==> config.mk <==
export PLATFORM = sky130hd
export DESIGN_NAME = watchdog_reset_supervisor
export DESIGN_NICKNAME = d
export VERILOG_FILES = /design/src/design/wdog_pkg.sv /design/src/design/kick_edge_detect.sv /design/src/design/watchdog_reset_supervisor.sv
export SDC_FILE = /design/constraint.sdc
export NUM_CORES = 1
export LEC_CHECK = 0
export ABC_AREA = 0
export BUFFER_PORTS_ARGS = -buffer_cell sky130_fd_sc_hd__clkbuf_2
export CORE_UTILIZATION = 57
export CTS_BUF_LIST = sky130_fd_sc_hd__clkbuf_2 sky130_fd_sc_hd__clkbuf_4 sky130_fd_sc_hd__clkbuf_8
export DETAILED_ROUTE_END_ITERATION = 6
export PLACE_DENSITY = 0.82
export SLEW_MARGIN = 20
export SYNTH_ARGS = -nofsm -noshare
export SYNTH_HDL_FRONTEND = slang
export SYNTH_HIERARCHICAL = 1
export SYNTH_SLANG_ARGS = --single-unit
==> constraint.sdc <==
create_clock -name clk_sys -period 3.4 [get_ports clk_sys]
set_clock_uncertainty 0.1 [all_clocks]
set_input_delay 0.17 -clock clk_sys [delete_from_list [all_inputs] [get_ports clk_sys]]
set_output_delay 0.17 -clock clk_sys [all_outputs]
set_load 0.01 [all_outputs]
==> src/design/wdog_pkg.sv <==
package wdog_pkg;

    // Clock rate and documented times
    localparam int unsigned CLK_PERIOD_PS      = 8000;
    localparam longint      WINDOW_MS          = 1600;   // Nominal watchdog window
    localparam longint      RESET_HOLD_MS      = 140;    // Least reset pulse length
    localparam longint      KICK_PULSE_NS      = 50;     // Shortest kick pulse seen
    localparam longint      PS_PER_MS          = 64'd1000000000;
    localparam longint      PS_PER_NS          = 64'd1000;

    // Window rounds down, hold rounds up
    localparam longint      WINDOW_CYCLES      = (WINDOW_MS * PS_PER_MS) / CLK_PERIOD_PS;
    localparam longint      RESET_HOLD_CYCLES  = (RESET_HOLD_MS * PS_PER_MS + CLK_PERIOD_PS - 1) / CLK_PERIOD_PS;
    localparam longint      KICK_PULSE_CYCLES  = (KICK_PULSE_NS * PS_PER_NS + CLK_PERIOD_PS - 1) / CLK_PERIOD_PS;

    // Self-service driver goes high for the last eighth of the window
    localparam int unsigned SELF_DRIVE_DEN     = 8;
    localparam int unsigned SELF_DRIVE_HIGH    = 7;

    localparam int unsigned CNT_W              = 32;

    // Reset output pins, open-drain leg uses oe low while driving
    typedef struct packed {
        logic reset_n;
        logic reset_hi;
        logic reset_od_out;
        logic reset_od_oe;
    } reset_pins_type;

    // Weak self-service driver for the kick pin
    typedef struct packed {
        logic kick_drive_out;
        logic kick_drive_oe;
    } kick_drive_type;

endpackage

==> src/design/kick_edge_detect.sv <==
`timescale 1ns/1ns
module kick_edge_detect
    import wdog_pkg::*;
(
    input  wire logic clk_sys,
    input  wire logic nrst,
    input  wire logic clk_en,
    input  wire logic kick_in,
    output logic      kick_edge
);

    typedef struct packed {
        logic sync1;
        logic sync2;
        logic last;
    } kick_state_type;

    kick_state_type state_r;
    kick_state_type state_nxt;

    // Two-stage synchroniser; first stage feeds only the second
    always_comb begin
        state_nxt       = state_r;
        state_nxt.sync1 = kick_in;
        state_nxt.sync2 = state_r.sync1;
        state_nxt.last  = state_r.sync2;
    end

    always_ff @(posedge clk_sys) begin
        if (!nrst) begin
            state_r <= '0;
        end else if (clk_en) begin
            state_r <= state_nxt;
        end
    end

    // Either edge restarts the window
    assign kick_edge = clk_en & (state_r.sync2 ^ state_r.last);

endmodule

==> src/design/watchdog_reset_supervisor.sv <==
`timescale 1ns/1ns
// Summary of operation
// - Silent kick input for window triggers reset
// - Any kick edge or reset restarts window
// - Kick pulses of 50 ns are recognised
// - Counter held at zero during reset
// - Counter starts right at reset release
// - Weak drive low 7/8, high last 1/8
// - Floating kick self-services before timeout
// - Open-drain reset node shared with processor
// - Each reset pulse lasts at least 140 ms
// - Manual reset low clears watchdog counter
// - Low output low, high output high in reset
module watchdog_reset_supervisor
    import wdog_pkg::*;
#(
    parameter logic [CNT_W-1:0] WINDOW_LEN = CNT_W'(WINDOW_CYCLES),
    parameter logic [CNT_W-1:0] HOLD_LEN   = CNT_W'(RESET_HOLD_CYCLES)
)(
    input  wire logic           clk_sys,
    input  wire logic           nrst,
    input  wire logic           clk_en,
    input  wire logic           watchdog_kick_input,
    input  wire logic           manual_reset_n,
    input  wire logic           reset_node_in,
    output reset_pins_type      reset_pins,
    output kick_drive_type      kick_drive
);

    typedef enum logic [0:0] {ST_RUN, ST_RESET} mode_type;

    typedef struct packed {
        mode_type         mode;
        logic [CNT_W-1:0] win_cnt;
        logic [CNT_W-1:0] hold_cnt;
        reset_pins_type   pins;
        kick_drive_type   drive;
    } sup_state_type;

    localparam logic [CNT_W-1:0] SELF_HIGH_AT =
        CNT_W'((64'(WINDOW_LEN) * SELF_DRIVE_HIGH) / SELF_DRIVE_DEN);
    localparam logic [CNT_W-1:0] ONE = CNT_W'(1);

    sup_state_type state_r;
    sup_state_type state_nxt;
    logic          kick_edge;
    logic          force_reset;

    // Fast sampling at 8 ns catches a 50 ns pulse on both edges
    kick_edge_detect u_kick (
        .clk_sys   (clk_sys),
        .nrst      (nrst),
        .clk_en    (clk_en),
        .kick_in   (watchdog_kick_input),
        .kick_edge (kick_edge)
    );

    // Manual reset or processor pulling the shared node
    assign force_reset = !manual_reset_n | (state_r.mode == ST_RUN & !reset_node_in);

    function automatic reset_pins_type pins_for(input logic asserted);
        reset_pins_type p;
        p.reset_n      = !asserted;
        p.reset_hi     = asserted;
        p.reset_od_out = 1'b0;
        p.reset_od_oe  = !asserted; // Low enable pulls the node low
        return p;
    endfunction

    // Window counting and reset sequencing
    always_comb begin
        state_nxt = state_r;
        unique case (state_r.mode)
            ST_RUN: begin
                if (force_reset || state_r.win_cnt >= WINDOW_LEN - ONE) begin
                    state_nxt.mode     = ST_RESET;
                    state_nxt.win_cnt  = '0;
                    state_nxt.hold_cnt = '0;
                end else if (kick_edge) begin
                    state_nxt.win_cnt = '0;
                end else begin
                    state_nxt.win_cnt = state_r.win_cnt + ONE;
                end
            end
            ST_RESET: begin
                state_nxt.win_cnt = '0;
                if (!manual_reset_n) begin
                    state_nxt.hold_cnt = '0; // Hold restarts after release
                end else if (state_r.hold_cnt >= HOLD_LEN - ONE) begin
                    state_nxt.mode = ST_RUN;
                end else begin
                    state_nxt.hold_cnt = state_r.hold_cnt + ONE;
                end
            end
        endcase
        state_nxt.pins = pins_for(state_nxt.mode == ST_RESET);
        // Weak driver follows the window; only wins when pin floats
        state_nxt.drive.kick_drive_oe  = 1'b0;
        state_nxt.drive.kick_drive_out = (state_nxt.win_cnt >= SELF_HIGH_AT);
    end

    always_ff @(posedge clk_sys) begin
        if (!nrst) begin
            state_r.mode     <= ST_RESET;
            state_r.win_cnt  <= '0;
            state_r.hold_cnt <= '0;
            state_r.pins     <= '{reset_n: 1'b0, reset_hi: 1'b1, reset_od_out: 1'b0, reset_od_oe: 1'b0};
            state_r.drive    <= '{kick_drive_out: 1'b0, kick_drive_oe: 1'b0};
        end else if (clk_en) begin
            state_r <= state_nxt;
        end
    end

    assign reset_pins = state_r.pins;
    assign kick_drive = state_r.drive;
endmodule

==> results of run 1 <==
[cells by family after synthesis]
family	after synthesis	share of synthesized area (%)
and+or+nand+nor	277	35.9
muxes	6	1.47
buffers and inverters	35	7.85
DFF	70	34.2
xor gates and xnor gates	26	5.56
other	1	0.0916
adders and majority gates	2	0.611
AOI/OAI and AO/OA	97	14.3
[worst min-delay path: cells and delay by family]
family	cells	cell delay, ns
AO/OA/AOI/OAI	1	0.07
AND/OR/NAND/NOR	1	0.15
buffers and inverters	1	0.29
[power by group]
part	leakage (nW)	internal [W]	switching, W
logic	0.687	0.0000256	0.0000472
clock network	0.113	0.000438	0.000343
registers	0.565	0.000823	0.00000402
total	1.36	0.00129	0.000394
[flip-flops by register name, indices dropped and copies added (netlist names)]
| register | flops |
|---|---|
| state_r | 64 |
| kick_drive | 1 |
| u_kick/state_r | 1 |
| reset_pins | 2 |
| u_kick/state_nxt | 2 |
[metal layers]
| metal | part of all wire [%] | up-vias | global-route usage [%] |
|---|---|---|---|
| met5 | 0 | - | 0 |
| met4 | 1.7 | 0 | 9.39 |
| met3 | 7.5 | 21 | 5.71 |
| met2 | 45 | 151 | 38.9 |
| met1 | 46 | 1680 | 33.3 |
| li1 | - | 1817 | - |
[stage by stage]
stage               power [W]  area, um^2  utilization, %  cells
global route          0.00173        4250            61.9    613
detailed placement   0.000917        4010            58.4    596
floorplan            0.000905        4100               -    515
finish                0.00168        4250            61.9    613
CTS                   0.00169        4250            61.9    613
global placement     0.000916        4010            58.4    596
[cell usage in the layout, fill, tap and decap left out, drive strengths merged, types with 12 or more instances in the layout]
| cell type | count |
|---|---|
| a21oi | 39 |
| and2 | 17 |
| clkbuf | 19 |
| dfxtp | 70 |
| nand2 | 71 |
| nand3 | 20 |
| nand4 | 12 |
| nor2 | 36 |
| nor2b | 28 |
| nor3 | 31 |
| nor4 | 17 |
| o21ai | 24 |
| xnor2 | 17 |
[final cells by class]
class                   instances  share of cell area (%)
clock buffers                  10                    3.24
clock inverters                 6                    2.21
inverters                       5                   0.441
multi-input cells             410                    56.0
flip-flops and latches         70                    33.0
well taps                      96                    2.83
repair buffers                 16                    2.35
[how the worst max path moves through the flow]
stage | from | endpoint | slack [ns] | cells past startpoint
floorplan | state_r[38] | kick_drive[1] | 0.76 | 9
CTS | state_r[57] | state_r[26] | 0.39 | 8
global placement | state_r[57] | state_r[26] | 0.46 | 8
finish | state_r[57] | state_r[26] | 0.31 | 8
global route | state_r[57] | state_r[26] | 0.13 | 8
detailed placement | state_r[57] | state_r[26] | 0.43 | 8
==> impl_results.md, run 1 <==
* Antenna violations before repair at 0
* Reg2reg path depth at 8
* CTS H-tree depth at 3
* PostCTS Resize Cnt at 0
* Avg Cell Area, Syn at 7.96 um^2
* Storage cell area at 1400 um^2
* Setup_tns at 0 ns
* Cells after Synth at 514
* Aggregate global-route resource usage at 24.8%
* Worst path buffer plus inverter count at 0
* First-pass GRT wire length at 14700 um
* Diode count at 0
* Die area at 7530 um^2
* Die H at 86.8 um
* Starting density of the core at 59.6%
* Largest net degree at the start of global routing at 42
* Vias in the first global route at roughly 3.3k
* Place WS at 0.430 ns
* # hold bufs at CTS at 1
* CTS tree: yes
* Crit Path Category: flop to flop
* HP Start: clk_en
* Minimum clock period at 3.09 ns
* Most instantiated cells after synthesis: nand2_1, dfxtp_1, a21oi_1
* Routed len/inst at 14.5 um
* Leak pwr at 1.36 nW
* Core Region at 6870 um^2
* Total grt overflow at 0
* Startpoint Class: flop
* R2r setup slk at 0.31 ns
* Layout cells sized above 1 at slightly above 9%
* Worst Hold Depth at 3
* Setup ws final at 0.309 ns
* Fmax at 324 MHz
* Rel. slew slack at 54.1%
* Crit path max-delay family: simple AND/OR/NAND/NOR gates
* DRC at 0
* Setup-failing EPs final at 0
* Area grow syn2layout at 3.85%
* CP endpoint kind: flop
* Routed Antenna Nets at 0
* Worst Path Max Fanout at 9
* Die X at 86.8 um
* Routed wire length at 8860 um
* Main synth FF type: dfxtp_1
* Clock Sinks at 70
* Tcrit/Tclk final at 90.9%
* Clock root cell: clkbuf_8
* Number of synthesized flops with an enable pin at 0
* Total iterations of the first detailed-routing run at 6
* Max Cap Viol at 0
* # port buffers at 9
* Slowest cell delay on critical path at 0.48 ns
* Fillcell total at ~590
* GP Congestion at a little under 0.9
* PD cells at just under 400 nW/um^2
* Boundary pin count at 12
* Slowest stage cell, crit path: dfxtp_1
* Nets at 520
* Crit path DAT at between 3 and 4 ns
* CTS clock-pin slew for the worst setup and hold paths at roughly 0.08 ns
* Reg2reg start: state_r[57]
* Initial DRC count at between 400 and 500
* CP cell instances: or3b_2 -> nor4_1 -> o31a_1 -> o21ai_1 -> a21oi_2 -> nand3_1 -> or3_1 -> a21oi_1
* Worst hold path type: input pin to flop
* Worst hold endpoint: state_r[39]
* Top cells by area, synth: dfxtp_1, nand2_1, a21oi_1
* Status: finished clean
* Worst EP required at 3.59 ns
* Via density at 5.99
* Detailed Place HPWL at 6040 um
* Clock Latency Late Sink at 0.36 ns
* Tightest Pin Transition at 0.689 ns
* Std cell rows at 30
* Sequential cell area fraction in the yosys report at between 30 and 40%
* Setup bufs post-CTS at 0
* Dominant cell type by area after synthesis: dfxtp_1
* Min Hold Slack at 0.274 ns
* Area of the multi-input gates at 2380 um^2
* FF-to-FF End: state_r[26]
* Max Slew Vio Count at 0
* Top-count cell post-synth: nand2_1
* CTS Buf Count at 9
* Yosys reg bits at 70
* Max rail drop VDD at 357 uV
* RSZ-0062 raised after global routing: no
* Netlist cell types at 62
* Clock buffer depth at 2
* Final Hold Vio Count at 0
* Ys async rst share at 0%
* Via count at around 3.7k
* Mapped Area at 4090 um^2
* Post-synth top area share at 34.2%
* Syn. warnings at 6
No activity file was read; power rests on OpenSTA's default activity.
==> run 2: changes to the inputs <==
Settings changed: CORE_MARGIN from default to 3.
==> run 2 against run 1 <==
  * Via count down 0.84%
  * Clock power down 13%
  * Die area up 9.4%
  * Register-to-register slack better by 0.08 ns
  * Critical endpoint unchanged
==> impl_results.md, run 2 (synthesis results as in run 1) <==
* Most common cell after layout, fill and taps aside: nand2_1 (unchanged)
* DRC at 0 (unchanged)
* Fillcell total at 582 (was 591)
* Die H at 90.8 um (was 86.8 um)
* Starting density of the core at 59.6% (unchanged)
* Detailed Place HPWL at 5900 um (was 6040 um)
* CTS tree: yes (unchanged)
* Setup bufs post-CTS at 0 (unchanged)
* Leak pwr at 1.33 nW (was 1.36 nW)
* Worst Path Max Fanout at 9 (unchanged)
* Die area at 8240 um^2 (was 7530 um^2)
* Fin area at 4200 um^2 (was 4250 um^2)
* Commonest cells after routing, fill and taps aside: nand2_1, dfxtp_1, a21oi_1 (unchanged)
* Max FFs per register at 64 (unchanged)
* Max rail drop VDD at 291 uV (was 357 uV)
* Crit Path Category: flop to flop (unchanged)
* Clock buffer depth at 2 (unchanged)
* # port buffers at 9 (unchanged)
* Tcrit/Tclk final at 88.4% (was 90.9%)
* CTS Buf Count at 9 (unchanged)
* RSZ-0062 raised after global routing: no (unchanged)
* Routed wire length at 8690 um (was 8860 um)
* Crit path DAT at 3.20 ns (was 3.28 ns)
* PostCTS Resize Cnt at 0 (unchanged)
* Max Slew Vio Count at 0 (unchanged)
* Aggregate global-route resource usage at 21.2% (was 24.8%)
* Via density at 5.95 (was 5.99)
* Initial DRC count at 336 (was 418)
* Clock Latency Late Sink at 0.35 ns (was 0.36 ns)
* Most flops, register: state_r (unchanged)
* Total iterations of the first detailed-routing run at 5 (was 6)
* Routed Antenna Nets at 0 (unchanged)
* Std cell rows at 30 (unchanged)
* Via count at 3638 (was 3669)
* Setup_tns at 0 ns (unchanged)
* CTS clock-pin slew for the worst setup and hold paths at 0.08 ns (about the same)
* Rel. slew slack at 40.5% (was 54.1%)
* Area grow syn2layout at 2.60% (was 3.85%)
* Routed len/inst at 14.2 um (was 14.5 um)
* PD cells at 376 nW/um^2 (was 395 nW/um^2)
* Boundary pin count at 12 (unchanged)
* Max Cap Viol at 0 (unchanged)
* First-pass GRT wire length at 14700 um (about the same)
* Diode count at 0 (unchanged)
* Layout cells sized above 1 at 8.93% (was 9.09%)
* Total grt overflow at 0 (unchanged)
* Clock root cell: clkbuf_8 (unchanged)
* Fmax at 333 MHz (was 324 MHz)
* Startpoint Class: flop (unchanged)
* Setup-failing EPs final at 0 (unchanged)
* Vias in the first global route at 3289 (was 3251)
* CTS H-tree depth at 3 (unchanged)
* # hold bufs at CTS at 0 (was 1)
* GP Congestion at 0.903 (was 0.886)
* Antenna violations before repair at 0 (unchanged)
* Worst EP required at 3.59 ns (about the same)
* Worst hold path type: input pin to flop (unchanged)
* Status: finished clean (unchanged)
* Largest net degree at the start of global routing at 42 (unchanged)
* Core Region at 6870 um^2 (unchanged)
* Tightest Pin Transition at 0.891 ns (was 0.689 ns)
* Minimum clock period at 3.01 ns (was 3.09 ns)
* Final Hold Vio Count at 0 (unchanged)
* Post-Place Cell Area at 4000 um^2 (was 4010 um^2)
* CP endpoint kind: flop (unchanged)
* Nets at 518 (was 520)
* Die X at 90.8 um (was 86.8 um)
* Clock Sinks at 70 (unchanged)
[run 2: area by class of cell]
class	count	area (um^2)	area share, %
Multi-Input combinational cell	410	2380	56.7
Sequential cell	70	1400	33.4
Clock buffer	9	124	2.95
Tap cell	96	120	2.86
Timing Repair Buffer	14	82.6	1.97
Clock inverter	7	73.8	1.76
Inverter	5	18.8	0.447
[run 2: per-layer routing]
metal  part of all wire (%)  global-route usage, %  vias to the layer above
met4                    1.3                   8.29                        0
li1                       -                      -                     1809
met3                    5.6                   2.75                       13
met5                      0                      0                        -
met2                     46                   33.4                      130
met1                     48                   29.5                     1686
[run 2: final timing paths]
path                       startpoint                  end  slack, ns  depth (start not counted)
setup / recovery          state_r[57]          state_r[26]       0.39                          8
hold / removal    watchdog_kick_input  u_kick/state_nxt[1]      0.005                          3
setup reg to reg          state_r[57]          state_r[26]       0.39                          8
hold reg to reg           state_r[66]          state_r[66]       0.36                          1
[run 2: report_power, final]
group	switching (W)	total, W	internal [W]	leakage [nW]
combinational	0.0000470	0.0000718	0.0000248	0.679
clock	0.000339	0.000678	0.000339	0.0879
sequential	0.00000415	0.000828	0.000824	0.565
[run 2: worst max-delay path: stages, from the launching register on]
cell     delay (ns)
dfxtp_1        0.48
or3b_2         0.47
nor4_1         0.27
o31a_1         0.34
o21ai_1        0.14
a21oi_2        0.32
nand3_1        0.28
or3_1          0.41
a21oi_1        0.13
[run 2: stage by stage]
| stage | hold WS, ns | utilization [%] | setup WS [ns] | std cells | power [W] |
|---|---|---|---|---|---|
| detailed placement | 0.343 | 58.3 | 0.445 | 595 | 0.000918 |
| CTS | 0.0127 | 61.1 | 0.426 | 611 | 0.00158 |
| floorplan | 0.198 | - | 0.761 | 515 | 0.000905 |
| finish | 0.00455 | 61.1 | 0.393 | 611 | 0.00158 |
| global route | 0.0483 | 61.1 | 0.225 | 611 | 0.00163 |
| global placement | 0.339 | 58.3 | 0.483 | 595 | 0.000916 |
==> run 3: changes to the inputs <==
Settings changed: HOLD_SLACK_MARGIN from default to 0.1.
==> run 3 against run 2 <==
  * Global-route usage is 0.088 points higher
  * Non-clock buffer count is 1 higher
  * Die area stayed put
==> impl_results.md, run 3 (synthesis results as in run 1) <==
* Worst hold path type: input pin to flop (unchanged)
* Commonest cells after routing, fill and taps aside: nand2_1, dfxtp_1, a21oi_1 (unchanged)
* Routed len/inst at 14.4 um (was 14.2 um)
* Die H at 90.8 um (unchanged)
* Aggregate global-route resource usage at 21.3% (was 21.2%)
* Fmax at 332 MHz (was 333 MHz)
* Rel. slew slack at 39.8% (was 40.5%)
* Max Slew Vio Count at 0 (unchanged)
* Max rail drop VDD at 292 uV (was 291 uV)
* Dpl cells at 595 (unchanged)
* GP Congestion at 0.903 (unchanged)
* Boundary pin count at 12 (unchanged)
* Area grow syn2layout at 2.84% (was 2.60%)
* RSZ-0062 raised after global routing: no (unchanged)
* CP cell instances: or3b_2 -> nor4_1 -> o31a_1 -> o21ai_1 -> a21oi_2 -> nand3_1 -> or3_1 -> a21oi_1 (unchanged)
* Via count at 3676 (was 3638)
* Crit path DAT at 3.20 ns (about the same)
* # port buffers at 9 (unchanged)
* Clock buffer depth at 2 (unchanged)
* Storage cell area at 1400 um^2 (unchanged)
* Worst Hold Depth at 4 (was 3)
* Fin area at 4210 um^2 (was 4200 um^2)
* Antenna violations before repair at 0 (unchanged)
* Area of the multi-input gates at 2380 um^2 (unchanged)
* CTS H-tree depth at 3 (unchanged)
* Reg2reg path depth at 8 (unchanged)
* Largest net degree at the start of global routing at 42 (unchanged)
* Total grt overflow at 0 (unchanged)
* Leak pwr at 1.34 nW (was 1.33 nW)
* Setup bufs post-CTS at 0 (unchanged)
* Clock root cell: clkbuf_8 (unchanged)
* CTS Buf Count at 9 (unchanged)
* Most common cell after layout, fill and taps aside: nand2_1 (unchanged)
* DRC at 0 (unchanged)
* Fillcell total at 581 (was 582)
* Startpoint Class: flop (unchanged)
* Routed wire length at 8790 um (was 8690 um)
* Crit Path Category: flop to flop (unchanged)
* Die area at 8240 um^2 (unchanged)
* Worst Path Max Fanout at 9 (unchanged)
* Std cell rows at 30 (unchanged)
* CP endpoint kind: flop (unchanged)
* Post-Place Cell Area at 4000 um^2 (unchanged)
* Worst EP required at 3.59 ns (about the same)
* Slowest stage cell, crit path: dfxtp_1 (unchanged)
* Final Hold Vio Count at 0 (unchanged)
* Detailed Place HPWL at 5900 um (unchanged)
* CTS clock-pin slew for the worst setup and hold paths at 0.08 ns (about the same)
* Vias in the first global route at 3293 (was 3289)
* CTS tree: yes (unchanged)
* Minimum clock period at 3.02 ns (was 3.01 ns)
* Diode count at 0 (unchanged)
* Total iterations of the first detailed-routing run at 5 (unchanged)
* Min Hold Slack at 0.305 ns (was 0.00455 ns)
* Tcrit/Tclk final at 88.7% (was 88.4%)
* Clock Sinks at 70 (unchanged)
* Core Region at 6870 um^2 (unchanged)
* Max FFs per register at 64 (unchanged)
* Max Cap Viol at 0 (unchanged)
* Status: finished clean (unchanged)
* Setup_tns at 0 ns (unchanged)
* Setup-failing EPs final at 0 (unchanged)
* Nets at 519 (was 518)
* Layout cells sized above 1 at 8.91% (was 8.93%)
* Via density at 6.01 (was 5.95)
* Routed Antenna Nets at 0 (unchanged)
* Final core occ at 61.3% (was 61.1%)
* Initial DRC count at 274 (was 336)
* First-pass GRT wire length at 14800 um (was 14700 um)
* Die X at 90.8 um (unchanged)
* Starting density of the core at 59.6% (unchanged)
* Tightest Pin Transition at 0.901 ns (was 0.891 ns)
* Final Non-Filler Cells at 612 (was 611)
* Most flops, register: state_r (unchanged)
* Slowest cell delay on critical path at 0.48 ns (about the same)
* Clock Latency Late Sink at 0.35 ns (about the same)
* PD cells at 375 nW/um^2 (was 376 nW/um^2)
==> run 3: changes by cell type in the layout (fill, tap and decap cells not counted) <==
cell	change
dlygate4sd3_1	+1
==> run 3: final cells by class <==
| cell class | instances | area share [%] |
|---|---|---|
| multi-input combinational | 410 | 56.5 |
| sequential | 70 | 33.3 |
| clock buffer | 9 | 2.94 |
| tap | 96 | 2.85 |
| timing repair buffer | 15 | 2.20 |
| clock inverter | 7 | 1.75 |
| inverter | 5 | 0.446 |
==> run 3: final timing paths <==
check	slack [ns]	to	from
max reg2reg	0.38	state_r[26]	state_r[57]
min reg2reg	0.36	state_r[66]	state_r[66]
min	0.30	state_r[7]	manual_reset_n
max	0.38	state_r[26]	state_r[57]
==> run 3: repair_timing <==
item,4_1_cts,5_1_grt
gates resized for setup,0,0
endpoints found under the setup margin,0,0
hold endpoints to repair,1,0
hold buffers,1,0
==> run 3: layer usage <==
metal / vias up / GRT usage [%] / routed length [um]
li1: 1812 / - / -
met1: 1706 / 29.4 / 4200
met2: 137 / 33.8 / 3930
met3: 21 / 2.75 / 493
met4: 0 / 8.16 / 163
met5: - / 0 / 0
==> run 3: worst max-delay path: cells and delay by family (launching register included) <==
family / cells / cell delay [ns]
flip-flops: 1 / 0.48
AND/OR/NAND/NOR: 4 / 1.44
AO/OA/AOI/OAI: 4 / 0.93
==> run 3: power by group <==
| group | total, W | switching, W | internal [W] |
|---|---|---|---|
| clock | 0.000677 | 0.000337 | 0.000339 |
| combinational | 0.0000730 | 0.0000474 | 0.0000256 |
| sequential | 0.000828 | 0.00000420 | 0.000824 |
| total | 0.00158 | 0.000389 | 0.00119 |
==> run 3: through the flow <==
stage	power, W	worst slack (ns)
2_1_floorplan	0.000905	0.761
3_3_place_gp	0.000916	0.483
3_5_place_dp	0.000918	0.445
4_1_cts	0.00158	0.426
5_1_grt	0.00163	0.225
6_report	0.00158	0.384
